**config.mk**
```make
export PLATFORM = sky130hd
export DESIGN_NAME = sync_serial_port
export DESIGN_NICKNAME = d
export VERILOG_FILES = /design/src/sync_serial_pkg.sv /design/src/fifo_if.sv /design/src/word_fifo.sv /design/src/sync_serial_port.sv
export SDC_FILE = /design/constraint.sdc
export NUM_CORES = 1
export LEC_CHECK = 0
export ABC_AREA = 1
export BUFFER_PORTS_ARGS = -buffer_cell sky130_fd_sc_hd__buf_4
export CORE_MARGIN = 1
export CORE_UTILIZATION = 30
export CTS_CLUSTER_SIZE = 16
export DETAILED_ROUTE_END_ITERATION = 12
export HOLD_SLACK_MARGIN = 0.15
export PLACE_DENSITY_LB_ADDON = 0.15
export SYNTH_ARGS = -nofsm -noshare
export SYNTH_HDL_FRONTEND = slang
export SYNTH_SLANG_ARGS = --single-unit
```
**constraint.sdc**
```tcl
create_clock -name mclk -period 9.5 [get_ports mclk]
set_clock_uncertainty 0.2 [all_clocks]
set_input_delay 0.95 -clock mclk [delete_from_list [all_inputs] [get_ports mclk]]
set_output_delay 0.95 -clock mclk [all_outputs]
set_load 0.05 [all_outputs]
```
**src/sync_serial_pkg.sv**
```systemverilog
// constants and types shared by the synchronous serial port files
package sync_serial_pkg;
    // ------------------------------------------------------------
    // frame formats
    // ------------------------------------------------------------
    localparam logic [1:0] FMT_SPI = 2'h0;
    localparam logic [1:0] FMT_PULSE = 2'h1;
    localparam logic [1:0] FMT_CMD = 2'h2;

    // ------------------------------------------------------------
    // sizes and counts
    // ------------------------------------------------------------
    localparam int         WORD_W       = 16;
    localparam int         FIFO_DEPTH   = 8;
    localparam logic [3:0] MIN_SIZE_M1  = 4'h3;
    localparam logic [3:0] MAX_SIZE_M1  = 4'hF;
    localparam logic [4:0] CMD_BITS     = 5'h08;
    localparam logic [3:0] CMD_SIZE_M1  = 4'h7;

    // ------------------------------------------------------------
    // values after reset
    // ------------------------------------------------------------
    localparam logic       FRAME_RST    = 1'b1;
    localparam logic [4:0] BITCNT_RST   = 5'h00;
    localparam logic [15:0] DIVCNT_RST  = 16'h0000;

    typedef enum logic [2:0] {
        ST_IDLE  = 3'h1,
        ST_SYNC  = 3'h2,
        ST_SHIFT = 3'h4
    } engine_state_t;
endpackage

```
**src/fifo_if.sv**
```systemverilog
// handshake carrier between a word fifo and its writer and reader
`timescale 1ns/100ps
interface fifo_if #(parameter int W = 16);
    logic         wr_valid;
    logic         wr_ready;
    logic [W-1:0] wr_data;
    logic         rd_valid;
    logic         rd_ready;
    logic [W-1:0] rd_data;

    modport store  (input wr_valid, input wr_data, output wr_ready,
                    output rd_valid, output rd_data, input rd_ready);
    modport writer (output wr_valid, output wr_data, input wr_ready);
    modport reader (input rd_valid, input rd_data, output rd_ready);
endinterface

```
**src/word_fifo.sv**
```systemverilog
// synchronous word fifo with valid/ready on both sides
`timescale 1ns/100ps
module word_fifo #(
    parameter int W     = 16,
    parameter int DEPTH = 8
) (
    input wire logic mclk,
    input wire logic reset,
    fifo_if.store    port
);
    localparam int AW = $clog2(DEPTH);

    if (DEPTH < 2 || (1 << AW) != DEPTH) begin : gen_bad_depth
        $error("word_fifo depth must be a power of two of at least two");
    end

    logic [W-1:0] mem_r [DEPTH];
    logic [AW:0]  wp_r;
    logic [AW:0]  rp_r;
    logic         full;
    logic         empty;

    assign empty         = (wp_r == rp_r);
    assign full          = (wp_r[AW] != rp_r[AW]) && (wp_r[AW-1:0] == rp_r[AW-1:0]);
    assign port.wr_ready = !full;
    assign port.rd_valid = !empty;
    assign port.rd_data  = mem_r[rp_r[AW-1:0]];

    always_ff @(posedge mclk) begin
        if (port.wr_valid && !full) begin
            mem_r[wp_r[AW-1:0]] <= port.wr_data;
        end
    end

    always_ff @(posedge mclk) begin
        if (reset) begin
            wp_r <= '0;
            rp_r <= '0;
        end else begin
            if (port.wr_valid && !full) begin
                wp_r <= wp_r + 1'b1;
            end
            if (port.rd_ready && !empty) begin
                rp_r <= rp_r + 1'b1;
            end
        end
    end
endmodule

```
**src/sync_serial_port.sv**
```systemverilog
// synchronous serial port: fifos, bit-rate generator and frame engine
`timescale 1ns/100ps
// Contract
// three frame formats selectable: four-wire, command/response, frame-pulse
// frame length programmable from 4 to 16 bits, both directions; the command of the command/response format is always 8 bits
// received bits become words; written words are shifted out serially
// separate transmit and receive fifos, eight 16-bit words each
// port runs as master driving clock and frame, or as slave
// a slave can be told never to drive its data output
// master clock comes from prescaler then bit-rate divider
// loopback mode feeds transmitted data back into own receiver
// fifo empty, not-full, not-empty and busy status are visible
module sync_serial_port #(
    parameter int WORD_W     = sync_serial_pkg::WORD_W,
    parameter int FIFO_DEPTH = sync_serial_pkg::FIFO_DEPTH
) (
    input  wire logic        mclk,
    input  wire logic        reset,
    // configuration
    input  wire logic        port_enable,
    input  wire logic        master_en,
    input  wire logic [1:0]  frame_format,
    input  wire logic [3:0]  data_size_m1,
    input  wire logic        slave_out_disable,
    input  wire logic [7:0]  prescale,
    input  wire logic [7:0]  bit_rate_div,
    input  wire logic        loopback,
    // software word streams
    input  wire logic        tx_valid,
    input  wire logic [15:0] tx_data,
    output logic             tx_ready,
    output logic             rx_valid,
    output logic [15:0]      rx_data,
    input  wire logic        rx_ready,
    // status
    output logic             tx_empty,
    output logic             tx_not_full,
    output logic             rx_not_empty,
    output logic             busy,
    // pins
    input  wire logic        sclk_in,
    output logic             sclk_out,
    output logic             sclk_oe,
    input  wire logic        frame_in,
    output logic             frame_out,
    output logic             frame_oe,
    input  wire logic        rxd,
    output logic             txd,
    output logic             txd_oe
);
    if (WORD_W != 16) begin : gen_bad_width
        $error("sync_serial_port supports a 16-bit word only");
    end

    // ------------------------------------------------------------
    // helpers
    // ------------------------------------------------------------
    // frame size below the smallest legal value is clamped up
    function automatic logic [3:0] clamp_size(input logic [3:0] s);
        return (s < sync_serial_pkg::MIN_SIZE_M1) ? sync_serial_pkg::MIN_SIZE_M1 : s;
    endfunction

    // move the frame's msb to bit 15 so the shifter always sends bit 15
    function automatic logic [15:0] msb_align(input logic [15:0] w, input logic [3:0] s);
        return w << (sync_serial_pkg::MAX_SIZE_M1 - s);
    endfunction

    // half period in mclk cycles; prescale lsb ignored so it acts as even
    function automatic logic [15:0] half_period(input logic [7:0] p, input logic [7:0] d);
        logic [6:0]  ph;
        logic [15:0] prod;
        ph   = (p[7:1] == 7'h00) ? 7'h01 : p[7:1];
        prod = {9'h000, ph} * ({8'h00, d} + 16'h0001);
        return prod;
    endfunction

    // ------------------------------------------------------------
    // fifos
    // ------------------------------------------------------------
    fifo_if #(.W(WORD_W)) tx_q ();
    fifo_if #(.W(WORD_W)) rx_q ();

    word_fifo #(.W(WORD_W), .DEPTH(FIFO_DEPTH)) tx_fifo (
        .mclk  (mclk),
        .reset (reset),
        .port  (tx_q)
    );
    word_fifo #(.W(WORD_W), .DEPTH(FIFO_DEPTH)) rx_fifo (
        .mclk  (mclk),
        .reset (reset),
        .port  (rx_q)
    );

    assign tx_q.wr_valid = tx_valid;
    assign tx_q.wr_data  = tx_data;
    assign tx_ready      = tx_q.wr_ready;
    assign rx_valid      = rx_q.rd_valid;
    assign rx_data       = rx_q.rd_data;
    assign rx_q.rd_ready = rx_ready;

    // ------------------------------------------------------------
    // pin synchronisers
    // ------------------------------------------------------------
    logic sclk_s1_r, sclk_s2_r, sclk_s3_r;
    logic frame_s1_r, frame_s2_r, frame_s3_r;
    logic rxd_s1_r, rxd_s2_r;

    always_ff @(posedge mclk) begin
        if (reset) begin
            sclk_s1_r  <= 1'b0;
            sclk_s2_r  <= 1'b0;
            sclk_s3_r  <= 1'b0;
            frame_s1_r <= 1'b1;
            frame_s2_r <= 1'b1;
            frame_s3_r <= 1'b1;
            rxd_s1_r   <= 1'b0;
            rxd_s2_r   <= 1'b0;
        end else begin
            sclk_s1_r  <= sclk_in;
            sclk_s2_r  <= sclk_s1_r;
            sclk_s3_r  <= sclk_s2_r;
            frame_s1_r <= frame_in;
            frame_s2_r <= frame_s1_r;
            frame_s3_r <= frame_s2_r;
            rxd_s1_r   <= rxd;
            rxd_s2_r   <= rxd_s1_r;
        end
    end

    // ------------------------------------------------------------
    // bit-rate generator
    // ------------------------------------------------------------
    sync_serial_pkg::engine_state_t state_r;
    logic [15:0] div_cnt_r;
    logic        sclk_r;
    logic [15:0] half_m1;
    logic        running;
    logic        tick;

    assign half_m1 = half_period(prescale, bit_rate_div) - 16'h0001;
    // idle clock only runs to bring a high clock back to low
    assign running = (state_r != sync_serial_pkg::ST_IDLE) || sclk_r;
    assign tick    = running && (div_cnt_r >= half_m1);

    always_ff @(posedge mclk) begin
        if (reset || !master_en || !port_enable) begin
            div_cnt_r <= sync_serial_pkg::DIVCNT_RST;
            sclk_r    <= 1'b0;
        end else if (tick) begin
            div_cnt_r <= sync_serial_pkg::DIVCNT_RST;
            sclk_r    <= !sclk_r;
        end else if (running) begin
            div_cnt_r <= div_cnt_r + 16'h0001;
        end
    end

    // ------------------------------------------------------------
    // edge selection and frame start
    // ------------------------------------------------------------
    logic fmt_pulse, fmt_cmd;
    logic rise, fall, lead_ev, trail_ev;
    logic m_start, s_start;
    logic phase_r, pend_r, frame_r;
    logic [4:0]  bit_cnt_r;
    logic [4:0]  nbits;
    logic [3:0]  size;
    logic [15:0] sh_tx_r, sh_rx_r;
    logic        rx_bit, recv, last, frame_rise, slave_sw;
    logic [15:0] tx_load;

    assign fmt_pulse = (frame_format == sync_serial_pkg::FMT_PULSE);
    assign fmt_cmd = (frame_format == sync_serial_pkg::FMT_CMD);
    assign size    = clamp_size(data_size_m1);
    assign nbits   = (fmt_cmd && !phase_r) ? sync_serial_pkg::CMD_BITS
                                           : {1'b0, size} + 5'h01;

    assign rise = master_en ? (tick && !sclk_r) : (sclk_s2_r && !sclk_s3_r);
    assign fall = master_en ? (tick && sclk_r) : (!sclk_s2_r && sclk_s3_r);
    // frame-pulse format launches on rise and samples on fall
    assign lead_ev  = fmt_pulse ? rise : fall;
    assign trail_ev = fmt_pulse ? fall : rise;

    assign m_start = master_en && port_enable && (state_r == sync_serial_pkg::ST_IDLE)
                     && !sclk_r && tx_q.rd_valid;
    assign s_start = !master_en && port_enable && (state_r == sync_serial_pkg::ST_IDLE)
                     && (fmt_pulse ? (trail_ev && frame_s2_r) : (!frame_s2_r && frame_s3_r));

    // command phase goes master to slave, answer phase slave to master
    assign recv       = !fmt_cmd || (phase_r == master_en);
    assign last       = pend_r && (bit_cnt_r == nbits);
    assign frame_rise = !master_en && !fmt_pulse && frame_s2_r && !frame_s3_r;
    assign slave_sw   = !master_en && fmt_cmd && !phase_r && lead_ev && last
                        && (state_r == sync_serial_pkg::ST_SHIFT);
    assign rx_bit     = loopback ? sh_tx_r[15] : rxd_s2_r;
    assign tx_load    = tx_q.rd_valid
                        ? msb_align(tx_q.rd_data, fmt_cmd ? sync_serial_pkg::CMD_SIZE_M1 : size)
                        : 16'h0000;

    // a slave with nothing queued sends zeros rather than stalling the master
    assign tx_q.rd_ready = m_start || (s_start && !fmt_cmd) || slave_sw;
    assign rx_q.wr_valid = (state_r == sync_serial_pkg::ST_SHIFT) && recv && last
                           && (lead_ev || frame_rise);
    assign rx_q.wr_data  = sh_rx_r;

    // ------------------------------------------------------------
    // frame engine
    // ------------------------------------------------------------
    always_ff @(posedge mclk) begin
        if (reset) begin
            state_r   <= sync_serial_pkg::ST_IDLE;
            frame_r   <= sync_serial_pkg::FRAME_RST;
            bit_cnt_r <= sync_serial_pkg::BITCNT_RST;
            pend_r    <= 1'b0;
            phase_r   <= 1'b0;
            sh_tx_r   <= 16'h0000;
            sh_rx_r   <= 16'h0000;
        end else if (!port_enable) begin
            state_r <= sync_serial_pkg::ST_IDLE;
            frame_r <= !fmt_pulse;
            pend_r  <= 1'b0;
        end else begin
            case (state_r)
                sync_serial_pkg::ST_IDLE: begin
                    frame_r <= !fmt_pulse;
                    if (m_start || s_start) begin
                        sh_tx_r   <= (s_start && fmt_cmd) ? 16'h0000 : tx_load;
                        sh_rx_r   <= 16'h0000;
                        bit_cnt_r <= sync_serial_pkg::BITCNT_RST;
                        pend_r    <= 1'b0;
                        phase_r   <= 1'b0;
                        // master frame pulse owns one clock before the msb
                        state_r <= (m_start && fmt_pulse) ? sync_serial_pkg::ST_SYNC
                                                          : sync_serial_pkg::ST_SHIFT;
                        frame_r <= m_start && fmt_pulse;
                    end
                end
                sync_serial_pkg::ST_SYNC: begin
                    if (trail_ev) begin
                        state_r <= sync_serial_pkg::ST_SHIFT;
                        frame_r <= 1'b0;
                    end
                end
                sync_serial_pkg::ST_SHIFT: begin
                    if (frame_rise) begin
                        // external master ended the frame
                        state_r <= sync_serial_pkg::ST_IDLE;
                    end else if (trail_ev) begin
                        sh_rx_r   <= {sh_rx_r[14:0], rx_bit};
                        bit_cnt_r <= bit_cnt_r + 5'h01;
                        pend_r    <= 1'b1;
                    end else if (lead_ev && last) begin
                        if (fmt_cmd && !phase_r) begin
                            phase_r   <= 1'b1;
                            bit_cnt_r <= sync_serial_pkg::BITCNT_RST;
                            pend_r    <= 1'b0;
                            sh_tx_r   <= master_en ? 16'h0000 : tx_load;
                            // command bits must not linger above a short answer
                            sh_rx_r   <= 16'h0000;
                        end else begin
                            state_r <= sync_serial_pkg::ST_IDLE;
                            frame_r <= !fmt_pulse;
                            pend_r  <= 1'b0;
                        end
                    end else if (lead_ev && pend_r) begin
                        sh_tx_r <= {sh_tx_r[14:0], 1'b0};
                        pend_r  <= 1'b0;
                    end
                end
                default: begin
                    state_r <= sync_serial_pkg::ST_IDLE;
                end
            endcase
        end
    end

    // ------------------------------------------------------------
    // pins and status
    // ------------------------------------------------------------
    assign sclk_out  = sclk_r;
    assign sclk_oe   = master_en && port_enable;
    assign frame_out = frame_r;
    assign frame_oe  = master_en && port_enable;
    assign txd       = sh_tx_r[15];
    // loopback keeps the data pin quiet so the test does not disturb the link
    assign txd_oe    = port_enable && !loopback
                       && (master_en || (!slave_out_disable
                           && (state_r != sync_serial_pkg::ST_IDLE)));

    assign tx_empty     = !tx_q.rd_valid;
    assign tx_not_full  = tx_q.wr_ready;
    assign rx_not_empty = rx_q.rd_valid;
    assign busy         = (state_r != sync_serial_pkg::ST_IDLE) || tx_q.rd_valid;
endmodule

```
==> results.sh <==
export IMPL_wl_um=44600
export IMPL_cp_max_fo=31
export IMPL_grt_pass1_vias=12916
export IMPL_p_switching_mw=1.29
export IMPL_htreeDepth=2
export IMPL_dominantRegCellSynth="edfxtp_1"
export IMPL_syn_instance_count=1954
export IMPL_regArea_mm2=0.00949
export IMPL_detail_route_antenna_nets=0
export IMPL_crit_type="in -> reg"
export IMPL_area_growth_pct=15.3
export IMPL_rows=88
export IMPL_syn_area_mm2=0.0178
export IMPL_clk_path_buf_depth=3
export IMPL_cts_resized_gates=0
export IMPL_drive_gt1_frac=0.0977
export IMPL_status="finished, final reports clean"
export IMPL_pwr_density_cell_mw_per_mm2=203
export IMPL_cts_tree="yes"
export IMPL_remaining_drc_errors=0
export IMPL_rsz0062_at_grt="false"
export IMPL_p_comb_frac=0.241
export IMPL_ios=77
export IMPL_cap_violations=0
export IMPL_die_h_um=246
export IMPL_grt_antenna_before_repair=0
export IMPL_crit_arrival_ns=8.43
export IMPL_synth_cell_type_count=46
export IMPL_vdd_drop_max_mv=0.120
export IMPL_syn_nets=2104
export IMPL_n_antenna_cell=0
export IMPL_yosys_register_bits=346
export IMPL_relSlewSlack=0.311
export IMPL_cp_common_cell="nand2_1"
export IMPL_cts_buffers=42
export IMPL_final_nets=2174
export IMPL_wire_per_inst_um=15.8
export IMPL_cp_start_kind="input pin"
export IMPL_finalInstanceArea_mm2=0.0206
export IMPL_p_int_mw=2.89
export IMPL_p_clk_frac=0.361
export IMPL_grt_ovfl_total=0
export IMPL_swShare=0.308
export IMPL_path_clk_slew_ns=0.06
export IMPL_min_path_type="reg -> reg"
export IMPL_synth_edff_count=256
export IMPL_fin_crit_ns=8.13
export IMPL_place_area_mm2=0.0193
export IMPL_crit_path_top_delay_cell="fa_1"
export IMPL_cpPeakStageDelay_ns=0.57
export IMPL_dp_slack_ns=0.781
export IMPL_setup_tns_ns=0
export IMPL_gp_congestion=0.806
export IMPL_fill_cells=5967
export IMPL_first_iter_violations=581
export IMPL_clkLatencyLatePin_ns=0.57
export IMPL_leakagePower_nw=8.41
export IMPL_dp_hpwl_um=28800
export IMPL_synth_avg_cell_area_um2=9.13
export IMPL_critPathRequiredTime_ns=9.81
export IMPL_grt_max_degree=66
export IMPL_yosysWarnings=0
export IMPL_ys_async_sr_fraction=0
export IMPL_postCtsHoldBufs=0
export IMPL_grt_usage=0.149
export IMPL_num_vias=13269
export IMPL_grt_pass1_wl_um=70300
export IMPL_setup_violations_final=0
export IMPL_period_share=0.856
export IMPL_reg2reg_slack_ns=5.53
export IMPL_clock_sink_count=346
export IMPL_fp_dieW_um=246
export IMPL_dieArea_mm2=0.0604
export IMPL_setup_slack_ns=1.37
export IMPL_fmax_mhz=123
export IMPL_cts_root_buf="clkbuf_16"
export IMPL_final_cells=2822
export IMPL_hold_violations=0
export IMPL_yosysSeqAreaShare=0.532
export IMPL_viasPerCell=4.70
export IMPL_dp_cells=2745
export IMPL_core_mm2=0.0582
export IMPL_final_core_util=0.353
export IMPL_cts_setup_buffers=0
export IMPL_initial_core_util=0.306
export IMPL_drv_slew=0
export IMPL_portBuffers=75
export IMPL_tightest_slew_ns=1.03
export IMPL_cp_end_kind="flip-flop"
export IMPL_p_seq_frac=0.398
export IMPL_multi_input_area_mm2=0.00729
export IMPL_dr_pass1_iters=5
[Yosys cell counts (all sizes together) (3+ instances only)]
master  instances  share of area
a31oi          18         0.0063
clkbuf         55          0.012
nor3           21         0.0065
edfxtp        256           0.43
nand2         340          0.073
nand3         128          0.037
xor2           29          0.014
o21ai         188          0.053
a211oi          3         0.0013
nand4          16         0.0056
fa             39          0.044
dfxtp          90           0.10
or2             5         0.0018
nor2          355          0.078
a21oi          74          0.021
xnor2          11         0.0054
nor4            4         0.0014
buf            25         0.0082
clkinv          5         0.0011
inv           190          0.040
o22ai          28         0.0098
ha             62          0.044
[power groups by stage]
stage	Clock [mW]	Combinational [mW]	Sequential, mW
final	1.51	1.01	1.66
after global routing	1.61	1.17	1.67
after CTS	1.56	1.02	1.66
after detailed placement	0	1.01	1.70
after global placement	0	1.01	1.70
after floorplan	0	0.761	1.69
[per-stage QoR]
stage | hold slack [ns] | power (mW)
6_report | 0.204 | 4.18
5_1_grt | 0.239 | 4.45
4_1_cts | 0.209 | 4.25
3_5_place_dp | 0.200 | 2.71
3_3_place_gp | 0.207 | 2.70
2_1_floorplan | 0.188 | 2.46
[final timing paths]
check / start / endpoint / cells after the start
setup / recovery: bit_rate_div[0] / sh_tx_r[0] / 37
hold / removal: rxd_s1_r / rxd_s2_r / 2
setup reg to reg: flip-flop / sh_tx_r[8] / 15
hold reg to reg: rxd_s1_r / rxd_s2_r / 2
[critical path: cells and delay by family]
kind                     cells  cell delay, ns
adder cells (fa/ha/maj)      7            3.00
AND/OR/NAND/NOR             17            2.69
AO/OA/AOI/OAI                7            1.16
buffers and inverters        5            0.49
XOR/XNOR                     1            0.15
[registers in the layout, summed over array words and instances (netlist names), named ones only]
register / flops
rx_fifo.mem_r: 128
tx_fifo.mem_r: 128
div_cnt_r: 16
rx_q.wr_data: 16
sh_tx_r: 16
bit_cnt_r: 5
rx_fifo.rp_r: 4
rx_fifo.wp_r: 4
tx_fifo.rp_r: 4
tx_fifo.wp_r: 4
state_r: 3
frame_out: 1
frame_s1_r: 1
frame_s2_r: 1
frame_s3_r: 1
pend_r: 1
phase_r: 1
rxd_s1_r: 1
rxd_s2_r: 1
sclk_out: 1
sclk_s1_r: 1
sclk_s2_r: 1
sclk_s3_r: 1
[layout make-up]
type                    count  area share
clock buffers              59      0.0557
flip-flops and latches    346       0.462
inverters                 195      0.0356
multi-input cells        1333       0.354
clock inverters            18     0.00742
repair buffers            106      0.0387
well taps                 765      0.0465
[cell families (layout without fill, tap and decap cells)]
| logic type | after synthesis | count (layout) | share of synthesized area |
|---|---|---|---|
| adders and majority gates | 101 | 101 | 0.0873 |
| DFF | 346 | 346 | 0.532 |
| and+or+nand+nor | 875 | 875 | 0.206 |
| xor gates and xnor gates | 40 | 40 | 0.0196 |
| AOI/OAI and AO/OA | 317 | 317 | 0.0942 |
| buffers and inverters | 275 | 378 | 0.0608 |
[routing by layer]
metal	GRT usage	up-vias	share of wire	routed length, um
met5	0	-	0	0
met4	0.0426	0	0.020	882
met3	0.0240	54	0.041	1820
met2	0.259	216	0.49	21700
met1	0.189	6318	0.45	20200
li1	-	6681	-	-
[cells in the final DEF (no fill, tap or decap), types with 3 or more instances in the layout]
cell and count:
inv_1 185, o21ai_0 183, xnor2_1 11, dfxtp_1 88, edfxtp_1 256, fa_1 39
inv_2 5, a211oi_1 3, clkinv_1 12, nand3_1 124, clkinv_2 6, a31oi_1 18
o21ai_1 4, nand3_2 3, a21oi_1 74, buf_4 106, clkbuf_1 15, nand4_1 16
nor4_1 4, nor2_1 345, nor2_2 6, nor3_1 14, xor2_1 29, o22ai_1 28
nor3_2 6, nand2_1 336, ha_1 62, or2_2 5, clkbuf_16 43
No activity file was read; power rests on OpenSTA's default activity.
